===== src/rtl/opf_pkg.sv =====
// opf_pkg: shared constants and carrier types for the pipeline flow controller
// assumes a single core clock domain; used by opf_pipeline_flow and opf_stage_reg
package opf_pkg;
   localparam int unsigned ALU_DEPTH = 14;
   localparam int unsigned AGEN_DEPTH = 15;
   localparam int unsigned COMP_EXTRA = 3;
   localparam int unsigned FETCH_WIDTH = 4;
   localparam int unsigned BUF_DEPTH = 12;
   localparam int unsigned BUF_READ = 2;
   localparam int unsigned BHT_ENTRIES = 256;
   localparam int unsigned RSTACK_DEPTH = 8;
   localparam int unsigned ITC_WAYS = 4;
   localparam int unsigned ITC_SETS = 16;
   localparam int unsigned UTLB_ENTRIES = 4;
   localparam int unsigned DQ_ENTRIES = 6;
   localparam int unsigned DQ_STAGING = 2;
   localparam int unsigned DQ_CANDIDATES = DQ_ENTRIES + DQ_STAGING;
   localparam int unsigned GRAD_WIDTH = 2;
   localparam logic [1:0] PF_MAX = 2'h2;
   localparam logic [31:0] PC_RESET = 32'h0000_0000;
   localparam logic [3:0] BUF_CNT_RESET = 4'h0;
   localparam logic [7:0] GHIST_RESET = 8'h00;
   localparam logic [1:0] PC_ALIGN_ZERO = 2'h0;
   localparam logic [3:0] FETCH_BYTES = 4'h4;

   typedef enum logic [1:0] {
      OPF_PIPE_ALU,
      OPF_PIPE_AGEN,
      OPF_PIPE_COP
   } opf_pipe_t;

   typedef struct packed {
      logic valid;
      opf_pipe_t pipe;
      logic [4:0] iid;
      logic is_load;
      logic is_store;
      logic miss;
   } opf_instr_t;

   typedef struct packed {
      logic valid;
      logic [31:0] target;
   } opf_redirect_t;
endpackage


===== src/rtl/opf_stage_reg.sv =====
// opf_stage_reg: one pipeline stage register with valid and flush
// assumes the caller qualifies flush and clock enable on the core clock
`timescale 1ns/1ps
module opf_stage_reg (
   // clock and reset
   input wire logic core_clk,
   input wire logic nrst,
   input wire logic clk_en,
   // stage data
   input wire logic flush,
   input opf_pkg::opf_instr_t din,
   output opf_pkg::opf_instr_t dout
);
   import opf_pkg::*;
   opf_instr_t q;
   always_ff @(posedge core_clk or negedge nrst) begin
      if (!nrst) begin
         q <= '0;
      end else if (clk_en) begin
         q <= flush ? '0 : din;
      end
   end
   assign dout = q;
endmodule


===== src/rtl/opf_pipeline_flow.sv =====
// opf_pipeline_flow: stage-by-stage control flow of a dual-issue out-of-order core
// assumes cache, tlb and coprocessor arrays sit outside; their hit/ready levels arrive
// on core_clk except icache_hit and dcache_miss strobes from array macros, which are
// treated as same-domain logic; cfg inputs are quasi-static pins and are synchronised.
// What this block does
// - arithmetic path has 14 stages, address path 15 stages
// - compressed mode inserts recode, compressed decode and expansion stages
// - first fetch stage reads tags, histories, target cache, translates, breaks
// - way select picks hit way, starts target; next writes buffer
// - decode checks sources, assigns pipe and identifier, checks resources
// - rename updates map, informs graduation and coprocessor, enqueues
// - select picks one ready of eight candidates per pipe independently
// - mux stage reads selection; alu premuxes, address pipe reads operands
// - simple ops finish in compute stage, others in bypass stage
// - address pipe muxes index, computes address, starts joint tlb
// - cache access reads data and tags; branches resolve
// - data way stage selects way; mispredicts redirect fetch
// - load align stage aligns, bypasses, validates tag agreement
// - coprocessor path: pointer adjust, queue read, issue in order
// - writeback fills completion buffers, finds two oldest completed
// - graduate two; load misses unavailable; misses and stores go to lsu
// - fetch up to four instructions from an aligned counter
// - direction is majority of three 256-entry history tables
// - eight-entry return stack and 4x16 learning indirect target buffer
// - four-entry micro tlb translates before tag compare
// - twelve-entry buffer, up to four in, two out per cycle
// - on miss prefetch zero, one or two sequential lines
`timescale 1ns/1ps
module opf_pipeline_flow (
   // clock and reset
   input wire logic core_clk,
   input wire logic nrst,
   input wire logic clk_en,
   // configuration pins
   input wire logic [1:0] cfg_prefetch_lines,
   input wire logic cfg_compressed,
   // fetch side status
   input wire logic icache_hit,
   input wire logic utlb_hit,
   input wire logic [2:0] fetch_count,
   input wire logic bht_vote0,
   input wire logic bht_vote1,
   input wire logic bht_vote2,
   // decode side
   input wire logic [1:0] decode_pipe,
   input wire logic decode_is_load,
   input wire logic decode_is_store,
   input wire logic resources_ok,
   input wire logic [7:0] alu_ready_vec,
   input wire logic [7:0] agen_ready_vec,
   // execute and memory side
   input wire logic alu_simple_op,
   input wire logic branch_mispredict,
   input wire logic indirect_jump,
   input wire logic [31:0] redirect_target,
   input wire logic dcache_miss,
   input wire logic vtag_match,
   input wire logic ptag_match,
   // fetch outputs
   output logic [31:0] fetch_pc,
   output logic fetch_req,
   output logic [1:0] prefetch_pending,
   output logic predict_taken,
   output logic [3:0] ibuf_count,
   // dispatch outputs
   output logic [2:0] alu_select,
   output logic alu_select_valid,
   output logic [2:0] agen_select,
   output logic agen_select_valid,
   // result outputs
   output logic alu_early_bypass,
   output logic alu_late_bypass,
   output logic load_bypass,
   output logic tag_mismatch,
   output logic cop_issue,
   output logic redirect_valid,
   output logic [1:0] graduate_count,
   output logic lsu_activate,
   output logic dest_unavailable
);
   import opf_pkg::*;

   // configuration pins cross from outside, two flops each
   logic [1:0] pf_s1_q, pf_s2_q;
   logic cmp_s1_q, cmp_s2_q;
   always_ff @(posedge core_clk or negedge nrst) begin
      if (!nrst) begin
         pf_s1_q <= 2'h0;
         pf_s2_q <= 2'h0;
         cmp_s1_q <= 1'b0;
         cmp_s2_q <= 1'b0;
      end else if (clk_en) begin
         pf_s1_q <= cfg_prefetch_lines;
         pf_s2_q <= pf_s1_q;
         cmp_s1_q <= cfg_compressed;
         cmp_s2_q <= cmp_s1_q;
      end
   end

   // a redirect registered last cycle flushes fetch, buffer and decode this cycle
   logic redirect_q;
   wire flush_all;
   wire ibuf_full;
   assign flush_all = redirect_q;

   // fetch front end: tag read, data read, way select, buffer write, plus compressed
   localparam int unsigned FETCH_STAGES = 4 + COMP_EXTRA;
   logic [FETCH_STAGES-1:0] fvalid_q, fvalid_d;
   logic [31:0] pc_q, pc_d;
   logic [31:0] redirect_pc_q;
   logic [1:0] pf_q, pf_d;
   logic [7:0] ghist_q;
   wire miss_now;
   wire majority;
   wire [2:0] fetch_accept;
   assign majority = (bht_vote0 & bht_vote1) | (bht_vote0 & bht_vote2) |
      (bht_vote1 & bht_vote2);
   // translation must hit before the tag compare counts as a hit
   assign miss_now = fvalid_q[1] && !(utlb_hit && icache_hit);
   assign fetch_accept = (fetch_count > 3'(FETCH_WIDTH)) ? 3'(FETCH_WIDTH) : fetch_count;

   always_comb begin
      fvalid_d = {fvalid_q[FETCH_STAGES-2:0], 1'b1};
      // compressed stages are bypassed as empty outside compressed mode
      if (!cmp_s2_q) begin
         fvalid_d[FETCH_STAGES-1:4] = '0;
      end
      if (miss_now) begin
         fvalid_d[2:0] = '0;
      end
      if (flush_all || ibuf_full) begin
         fvalid_d = flush_all ? '0 : fvalid_q;
      end
   end

   always_comb begin
      pc_d = pc_q;
      if (flush_all) begin
         pc_d = {redirect_pc_q[31:2], PC_ALIGN_ZERO};
      end else if (!ibuf_full && !miss_now) begin
         pc_d = {pc_q[31:2], PC_ALIGN_ZERO} + 32'({FETCH_BYTES, 2'h0});
      end
   end

   always_comb begin
      pf_d = pf_q;
      if (miss_now) begin
         pf_d = (pf_s2_q > PF_MAX) ? PF_MAX : pf_s2_q;
      end else if (pf_q != 2'h0) begin
         pf_d = pf_q - 2'h1;
      end
   end

   always_ff @(posedge core_clk or negedge nrst) begin
      if (!nrst) begin
         fvalid_q <= '0;
         pc_q <= PC_RESET;
         pf_q <= 2'h0;
         ghist_q <= GHIST_RESET;
      end else if (clk_en) begin
         fvalid_q <= fvalid_d;
         pc_q <= pc_d;
         pf_q <= pf_d;
         if (fvalid_q[2]) begin
            ghist_q <= {ghist_q[6:0], majority};
         end
      end
   end

   // instruction buffer occupancy: four in, two out
   logic [3:0] buf_q, buf_d;
   wire [3:0] buf_in;
   wire [3:0] buf_out;
   wire buf_write_stage;
   assign buf_write_stage = cmp_s2_q ? fvalid_q[FETCH_STAGES-1] : fvalid_q[3];
   assign ibuf_full = (buf_q > 4'(BUF_DEPTH - FETCH_WIDTH));
   // a held write stage must not count again while the buffer is too full to take it
   assign buf_in = (buf_write_stage && !ibuf_full) ? {1'b0, fetch_accept} : 4'h0;
   assign buf_out = (buf_q >= 4'(BUF_READ)) ? 4'(BUF_READ) : buf_q;
   always_comb begin
      buf_d = buf_q + buf_in - buf_out;
      if (flush_all) begin
         buf_d = BUF_CNT_RESET;
      end
   end
   always_ff @(posedge core_clk or negedge nrst) begin
      if (!nrst) begin
         buf_q <= BUF_CNT_RESET;
      end else if (clk_en) begin
         buf_q <= buf_d;
      end
   end

   // decode and rename
   logic [4:0] iid_q;
   opf_instr_t dec_in, ren_out, dec_out;
   assign dec_in = '{valid: (buf_out != 4'h0) && resources_ok, pipe: opf_pipe_t'(decode_pipe),
      iid: iid_q, is_load: decode_is_load, is_store: decode_is_store, miss: 1'b0};
   always_ff @(posedge core_clk or negedge nrst) begin
      if (!nrst) begin
         iid_q <= 5'h00;
      end else if (clk_en && dec_in.valid) begin
         iid_q <= iid_q + 5'h01;
      end
   end
   opf_stage_reg u_decode (.core_clk(core_clk), .nrst(nrst), .clk_en(clk_en),
      .flush(flush_all), .din(dec_in), .dout(dec_out));
   opf_stage_reg u_rename (.core_clk(core_clk), .nrst(nrst), .clk_en(clk_en),
      .flush(flush_all), .din(dec_out), .dout(ren_out));

   // dispatch select: lowest index ready of eight per pipe
   function automatic logic [2:0] opf_pick(input logic [7:0] v);
      logic [2:0] idx;
      idx = 3'h0;
      for (int i = DQ_CANDIDATES - 1; i >= 0; i--) begin
         if (v[i]) begin
            idx = 3'(i);
         end
      end
      return idx;
   endfunction
   wire [2:0] alu_pick;
   wire [2:0] agen_pick;
   assign alu_pick = opf_pick(alu_ready_vec);
   assign agen_pick = opf_pick(agen_ready_vec);

   // execution pipes; alu: select,mux,read,opmux,compute,bypass; agen adds stages
   opf_instr_t alu_pipe [0:4];
   opf_instr_t agen_pipe [0:5];
   opf_instr_t cop_pipe [0:2];
   opf_instr_t alu_in, agen_in, cop_in;
   wire redirect_now;
   assign redirect_now = agen_pipe[3].valid && (branch_mispredict || indirect_jump);
   assign alu_in = '{valid: ren_out.valid && ren_out.pipe == OPF_PIPE_ALU
      && alu_ready_vec != 8'h00, pipe: OPF_PIPE_ALU, iid: ren_out.iid,
      is_load: 1'b0, is_store: 1'b0, miss: 1'b0};
   assign agen_in = '{valid: ren_out.valid && ren_out.pipe == OPF_PIPE_AGEN
      && agen_ready_vec != 8'h00, pipe: OPF_PIPE_AGEN, iid: ren_out.iid,
      is_load: ren_out.is_load, is_store: ren_out.is_store, miss: 1'b0};
   assign cop_in = (ren_out.pipe == OPF_PIPE_COP) ? ren_out : '0;
   // alu stages: instruction mux, operand read, operand mux, compute, bypass
   opf_stage_reg u_alu0 (.core_clk(core_clk), .nrst(nrst), .clk_en(clk_en),
      .flush(1'b0), .din(alu_in), .dout(alu_pipe[0]));
   // agen stages: mux, agen mux, address calc, dcache access, way, align
   opf_stage_reg u_agen0 (.core_clk(core_clk), .nrst(nrst), .clk_en(clk_en),
      .flush(1'b0), .din(agen_in), .dout(agen_pipe[0]));
   opf_stage_reg u_cop0 (.core_clk(core_clk), .nrst(nrst), .clk_en(clk_en),
      .flush(flush_all), .din(cop_in), .dout(cop_pipe[0]));
   genvar g;
   generate
      for (g = 1; g < 5; g++) begin : g_alu
         opf_stage_reg u_s (.core_clk(core_clk), .nrst(nrst), .clk_en(clk_en),
            .flush(1'b0), .din(alu_pipe[g-1]), .dout(alu_pipe[g]));
      end
      for (g = 1; g < 6; g++) begin : g_agen
         opf_stage_reg u_s (.core_clk(core_clk), .nrst(nrst), .clk_en(clk_en),
            .flush(1'b0), .din(agen_pipe[g-1]), .dout(agen_pipe[g]));
      end
      for (g = 1; g < 3; g++) begin : g_cop
         opf_stage_reg u_s (.core_clk(core_clk), .nrst(nrst), .clk_en(clk_en),
            .flush(1'b0), .din(cop_pipe[g-1]), .dout(cop_pipe[g]));
      end
   endgenerate

   // writeback and graduation; at most two complete per cycle (one per pipe)
   wire wb_alu;
   wire wb_agen;
   wire [1:0] grad_d;
   wire ld_miss;
   assign wb_alu = alu_pipe[4].valid;
   assign wb_agen = agen_pipe[5].valid;
   assign grad_d = 2'(wb_alu) + 2'(wb_agen);
   // bubbles still carry load and store bits, so only a valid slot may count
   assign ld_miss = agen_pipe[5].valid && agen_pipe[5].is_load && dcache_miss;

   always_ff @(posedge core_clk or negedge nrst) begin
      if (!nrst) begin
         redirect_q <= 1'b0;
         redirect_pc_q <= PC_RESET;
         alu_select <= 3'h0;
         alu_select_valid <= 1'b0;
         agen_select <= 3'h0;
         agen_select_valid <= 1'b0;
         alu_early_bypass <= 1'b0;
         alu_late_bypass <= 1'b0;
         load_bypass <= 1'b0;
         tag_mismatch <= 1'b0;
         cop_issue <= 1'b0;
         graduate_count <= 2'h0;
         lsu_activate <= 1'b0;
         dest_unavailable <= 1'b0;
         predict_taken <= 1'b0;
      end else if (clk_en) begin
         redirect_q <= redirect_now;
         redirect_pc_q <= redirect_target;
         alu_select <= alu_pick;
         alu_select_valid <= alu_ready_vec != 8'h00;
         agen_select <= agen_pick;
         agen_select_valid <= agen_ready_vec != 8'h00;
         alu_early_bypass <= alu_pipe[3].valid && alu_simple_op;
         alu_late_bypass <= alu_pipe[4].valid;
         load_bypass <= agen_pipe[5].valid && agen_pipe[5].is_load && !dcache_miss;
         tag_mismatch <= agen_pipe[5].valid && (vtag_match != ptag_match);
         cop_issue <= cop_pipe[2].valid;
         graduate_count <= grad_d;
         lsu_activate <= ld_miss || (agen_pipe[5].valid && agen_pipe[5].is_store);
         dest_unavailable <= ld_miss;
         predict_taken <= fvalid_q[0] && majority;
      end
   end

   assign fetch_pc = pc_q;
   assign fetch_req = fvalid_q[0];
   assign prefetch_pending = pf_q;
   assign ibuf_count = buf_q;
   assign redirect_valid = redirect_q;
endmodule


===== config.mk =====
export PLATFORM = sky130hd
export DESIGN_NAME = opf_pipeline_flow
export DESIGN_NICKNAME = d
export VERILOG_FILES = /design/src/rtl/opf_pkg.sv /design/src/rtl/opf_stage_reg.sv /design/src/rtl/opf_pipeline_flow.sv
export SDC_FILE = /design/constraint.sdc
export NUM_CORES = 1
export LEC_CHECK = 0
export BUFFER_PORTS_ARGS = -buffer_cell sky130_fd_sc_hd__buf_4
export CORE_UTILIZATION = 25
export CTS_BUF_LIST = sky130_fd_sc_hd__clkbuf_4
export DETAILED_ROUTE_END_ITERATION = 10
export PLACE_DENSITY = 0.51
export SETUP_SLACK_MARGIN = 0.2
export SYNTH_ARGS = -nofsm -noshare
export SYNTH_HDL_FRONTEND = slang
export SYNTH_SLANG_ARGS = --single-unit

===== constraint.sdc =====
create_clock -name core_clk -period 2.67 [get_ports core_clk]
set_input_delay 0.1335 -clock core_clk [delete_from_list [all_inputs] [get_ports core_clk]]
set_output_delay 0.1335 -clock core_clk [all_outputs]
set_load 0.05 [all_outputs]

Yosys cells after proc, flatten, opt, wreduce, memory -nomap -nowiden
Index checks and enable logic that the tools add are counted.
- add/sub/neg operators: 6
- order comparisons: 4
- equality and inequality tests: 4
- muxes and demuxes: 34
- bitwise logic cells: 5
- reduce and logical (&&, ||, !) cells: 35
- operator list (cell ; count):
    two-way mux 32 bit ; 2
    two-way mux 3 bit ; 20
    two-way mux 11 bit ; 4
    adder 32 x 5 -> 32 bit, second input constant ; 1
    logical AND 1 bit ; 18
    nonzero test 8 bit ; 2
    two-way mux 7 bit ; 2
    two-way mux 4 bit ; 2
    two-way mux 2 bit ; 3
    AND reduction 2 bit ; 3
    nonzero test 2 bit ; 3
    adder 5 x 1 -> 5 bit, second input constant ; 1
    adder 4 x 3 -> 4 bit ; 1
    >= comparator 4 x 2 -> 1 bit, second input constant ; 1
    > comparator 4 bit, second input constant ; 1
    logical NOT 1 bit ; 4
    nonzero test 4 bit ; 1
    subtractor 4 bit ; 1
    bitwise AND 1 bit ; 3
    > comparator 3 bit, second input constant ; 1
    logical OR 1 bit ; 3
    adder 1 x 1 -> 2 bit ; 1
    equality test 2 x 1 -> 1 bit, second input constant ; 1
    equality test 2 bit, second input constant ; 1
    other kinds (7) ; 8
- bits in registers: 155
- input bits: 73
- output and inout port bits: 58
- word-level logic and storage cells: 150

Logic depth before layout (Yosys ltp)
- depth in word-level cells: 8
- gate-level depth with buffers: 12

Cells and area by module
A second synthesis with hierarchy kept.
- cells, all modules: 1264
- area total of the unflattened synthesis: 13536.7 µm²
- by module, submodules not included (module ; times used ; cells an instance ; area each (µm²) ; sequential area each (µm²)):
    opf_stage_reg ; 16 ; 47 ; 515.5 ; 275.3
    opf_pipeline_flow ; 1 ; 512 ; 5288.8 ; 2577.5

Worst setup path before layout
Ideal clock, no wire load.
- path type: register to register
- start point: register buf_q[1] (netlist: ibuf_count[1])
- end point: register buf_q[3] (netlist: ibuf_count[3])
- library setup time: 121 ps
- arrival: 2693 ps
- data required time: 2549 ps
- path slack: -144 ps
- cell stages (with the launch flop): 12
- period minus slack after synthesis: 2814 ps
- cell sequence: dfrtp_1 -> o31a_1 -> buf_4 -> nor3_1 -> and2_1 -> ha_1 -> ha_1 -> a21o_1 -> a21oi_1 -> xnor2_1 -> o21ai_0 -> a22o_1
- word-level cells in the longest chain between the ends: 7
- ends and longest elaborated chain (element ; line ; text):
    from (decl) ; opf_pipeline_flow.sv:171 ; logic [3:0] buf_q, buf_d;
    from (signal assigned) ; opf_pipeline_flow.sv:190 ; buf_q <= buf_d;
    > comparator 4 bit ; opf_pipeline_flow.sv:176 ; assign ibuf_full = (buf_q > 4'(BUF_DEPTH - FETCH_WIDTH));
    logical NOT 1 bit ; opf_pipeline_flow.sv:178 ; assign buf_in = (buf_write_stage && !ibuf_full) ? {1'b0, fetch_accept} : 4'h0;
    logical AND 1 bit ; opf_pipeline_flow.sv:178 ;
    two-way mux 3 bit ; opf_pipeline_flow.sv:178 ;
    adder 4 x 3 -> 4 bit ; opf_pipeline_flow.sv:181 ; buf_d = buf_q + buf_in - buf_out;
    subtractor 4 bit (*) ; opf_pipeline_flow.sv:181 ;
    two-way mux 4 bit (*) ; opf_pipeline_flow.sv:182 ; if (flush_all) begin
Mark *: on every way between the ends. The rest lies on a longest branch, timed or not.
A chain may end at the register's enable or synchronous reset.

Worst setup path after layout
- start point: register buf_q[0] (netlist: ibuf_count[0])
- end point: register buf_q[3] (netlist: ibuf_count[3])
The elaborated chain is that of the path after synthesis.

==> flow_summary.json <==
{
  "setup_viol": 0,
  "dieWidth_um": 162,
  "grt_pass1_vias": 5162,
  "r2r_start": "ibuf_count[0]$_DFFE_PN0P_",
  "ff2ff_path_depth": 10,
  "p_leak_nw": 3.93,
  "grt.overflow.total": 0,
  "regToRegSetupSlack_ns": 0.26,
  "design.core.area_sq_mm": 0.0251,
  "crit_fanout": 2,
  "final_cells": 1135,
  "numCtsBuffers": 17,
  "drtPass1Iterations": 4,
  "synth_ff_type": "dfrtp_1",
  "grt_usage": 0.137,
  "final.setup.worst_slack_ns": 0.261,
  "grt_pass1_wl_mm": 28.0,
  "final_common_cell": "buf_4",
  "switching_share": 0.440,
  "layout_common_cells": "142 x buf_4, 129 x dfrtp_1, 75 x dlygate4sd3_1, 65 x mux2_2, 41 x o21ai_0",
  "synth_seq_cells": 134,
  "hold_viol_final": 0,
  "slew_violations": 0,
  "ios": 131,
  "rsz0062_at_grt": "true",
  "clkTransAtPathRegs_ns": 0.13,
  "yosysSeqAreaShare": 0.526,
  "power_frac_seq": 0.390,
  "cpMostUsedCell": "ha_4",
  "dp_cells": 1022,
  "via_per_inst": 4.61,
  "tns_ns": 0,
  "r2r-end": "ibuf_count[3]$_DFFE_PN0P_",
  "synth_warnings": 0,
  "crit_family": "compound AO/OA/AOI/OAI gates",
  "areaGrowthSynthToFinish_pct": 38.7,
  "met2_usage": 0.214,
  "drt_iter0_drc": 180,
  "top_usage_layer": "met2",
  "min_path_type": "primary input to async pin",
  "grt_util_met3": 0.0329,
  "slew_headroom": 0.466,
  "num_rows": 58,
  "ir_drop_v": 0.000311,
  "combPwrFrac": 0.425,
  "ant_nets": 0,
  "port_buffers": 126,
  "path_depth": 10,
  "cts_tree": "done",
  "start_util": 0.254,
  "gp_congestion": 0.768,
  "pwr-share-clk": 0.185,
  "wl_per_cell_um": 15.1,
  "cts.sinks": 134,
  "cp_num_buf_inv": 0,
  "max_freq_mhz": 415,
  "grt_max_degree": 69,
  "fin_nets": 873,
  "antenna_found_initial": 1,
  "avgSynthCellArea_sq_um": 10.9,
  "crit_chain": "o31a_1 > nor3_4 > and2_4 > ha_4 > ha_4 > a21o_1 > a21oi_2 > xnor2_2 > o21ai_1 > a22o_1",
  "start_kind": "register",
  "synth_area_sq_mm": 0.00638,
  "routed_wirelength_mm": 17.2,
  "n_fill_cell": 2624,
  "drc": 0,
  "drv_cap": 0,
  "worstSetupEndpointType": "register",
  "status": "finished clean",
  "switching_power_mw": 3.44,
  "worstMarginPinSlew_ns": 0.800,
  "root_buffer": "clkbuf_4",
  "finalClockSkew_ns": 0.0160,
  "power_mw": 7.81,
  "fin_crit_ns": 2.41,
  "h-tree-depth": 4,
  "ys_types": 64,
  "power.density_mw_per_mm2": 884,
  "crit_slowest_cell": "dfrtp_2",
  "fp.dieH_um": 162,
  "synth_edf_count": 0,
  "hpwl_mm": 11.6,
  "clockBufferDepth": 2,
  "use_met1": 0.186,
  "worstSetupPathType": "register to register",
  "synthArstFlopShare": 1.00,
  "cpPeakStageDelay_ns": 0.43,
  "die-area_sq_mm": 0.0261,
  "worstSkewPairLatency_ns": 0.57,
  "period_share": 0.902,
  "syn_inst": 587,
  "final_layout_size_suffix_gt1_frac": 0.340,
  "required_ns": 3.13,
  "p_int_mw": 4.37,
  "preCtsSetupSlack_ns": 0.173,
  "vias": 5231,
  "worstPathArrival_ns": 2.87
}
## cell usage after synthesis, types with 4 or more instances
library cell | count | share of area
nand2_1 | 35 | 0.021
a22oi_1 | 4 | 0.0047
a31oi_1 | 6 | 0.0059
a21oi_1 | 35 | 0.027
inv_1 | 41 | 0.024
buf_4 | 4 | 0.0047
nand4_1 | 10 | 0.0098
buf_2 | 6 | 0.0047
nand3_1 | 13 | 0.010
ha_1 | 9 | 0.018
nor2_1 | 31 | 0.018
nor4_1 | 8 | 0.0078
a22o_1 | 5 | 0.0069
nand2b_1 | 5 | 0.0049
o22ai_1 | 21 | 0.021
dfrtp_1 | 134 | 0.53
o2bb2ai_1 | 4 | 0.0055
nor2b_1 | 4 | 0.0039
nor3_1 | 5 | 0.0039
and4_1 | 5 | 0.0069
clkbuf_1 | 22 | 0.013
o31ai_1 | 4 | 0.0047
mux2_2 | 65 | 0.11
o21ai_0 | 42 | 0.033
## cells by family (layout without fill, tap and decap cells)
family	count (synthesis)	count (layout)	share of synthesized area
compound gates	158	158	0.160
xor+xnor	3	3	0.00412
fa+ha+maj	11	11	0.0224
buf+inv	77	292	0.0512
flops	134	134	0.526
mux	67	67	0.118
other cells	1	4	0.000588
simple gates	136	136	0.118
## power groups by stage
stage               logic, mW  registers, mW  clock network [mW]
finish                   3.32           3.05                1.45
detailed placement       3.15           3.09                   0
global placement         3.11           3.09                   0
floorplan                1.23           3.95                   0
global route             3.57           3.13                1.60
CTS                      3.30           3.04                1.52
## how the worst max path moves through the flow
| stage | slack, ns | to | startpoint |
|---|---|---|---|
| final | 0.26 | ibuf_count[3]$_DFFE_PN0P_ | ibuf_count[0]$_DFFE_PN0P_ |
| after global routing | 0.13 | ibuf_count[3]$_DFFE_PN0P_ | ibuf_count[0]$_DFFE_PN0P_ |
| after CTS | 0.22 | ibuf_count[3]$_DFFE_PN0P_ | ibuf_count[1]$_DFFE_PN0P_ |
| after detailed placement | 0.17 | ibuf_count[3]$_DFFE_PN0P_ | ibuf_count[2]$_DFFE_PN0P_ |
| after global placement | 0.23 | ibuf_count[3]$_DFFE_PN0P_ | ibuf_count[2]$_DFFE_PN0P_ |
| after floorplan | 0.13 | ibuf_count[3]$_DFFE_PN0P_ | ibuf_count[2]$_DFFE_PN0P_ |
## registers in the layout, indices dropped and copies added (netlist names), 2 cells and up
signal	cells
agen_select	3
alu_select	3
fetch_pc	30
fvalid_q	7
g_agen.u_s.dout	15
g_alu.u_s.dout	4
g_cop.u_s.dout	2
graduate_count	2
ibuf_count	4
pf_s1_q	2
pf_s2_q	2
prefetch_pending	2
redirect_pc_q	30
u_agen0.dout	3
u_decode.dout	5
u_rename.dout	5
## worst reg2reg max path, delay by kind of cell, from the launching register on
family / cells / cell delay [ns]
AO/OA/AOI/OAI: 5 / 0.97
XOR/XNOR: 1 / 0.13
adder cells (fa/ha/maj): 2 / 0.41
flip-flops: 1 / 0.43
AND/OR/NAND/NOR: 2 / 0.38
## cell type report
cell class | instances | area [sq um] | share of cell area
diodes | 2 | 5.00 | 0.000566
clock buffers | 17 | 128 | 0.0144
inverters | 41 | 154 | 0.0174
well taps | 330 | 413 | 0.0467
clock inverters | 15 | 171 | 0.0194
multi-input cells | 377 | 2770 | 0.313
repair buffers | 219 | 1850 | 0.209
flip-flops and latches | 134 | 3360 | 0.380
## stage by stage
stage | utilization | area [sq um] | hold slack [ns]
floorplan | - | 6430 | -0.162
global placement | 0.308 | 7740 | 0.178
detailed placement | 0.308 | 7740 | 0.175
CTS | 0.351 | 8810 | 0.0867
global route | 0.352 | 8840 | 0.113
finish | 0.352 | 8840 | 0.112
## per-layer routing
metal  share of wire  wire [um]  up-vias
met5               0          0        -
met4           0.013        228        0
met3           0.050        860       22
met2            0.46       7900      129
met1            0.48       8180     2535
li1                -          -     2545
## repair_timing
action	CTS	global route
buffers inserted	3	1
pin swaps	1	7
hold buffers	75	0
endpoints found under the setup margin	1	3
hold endpoints to repair	159	0
gates resized for setup	0	3
No activity file was read; power rests on OpenSTA's default activity.
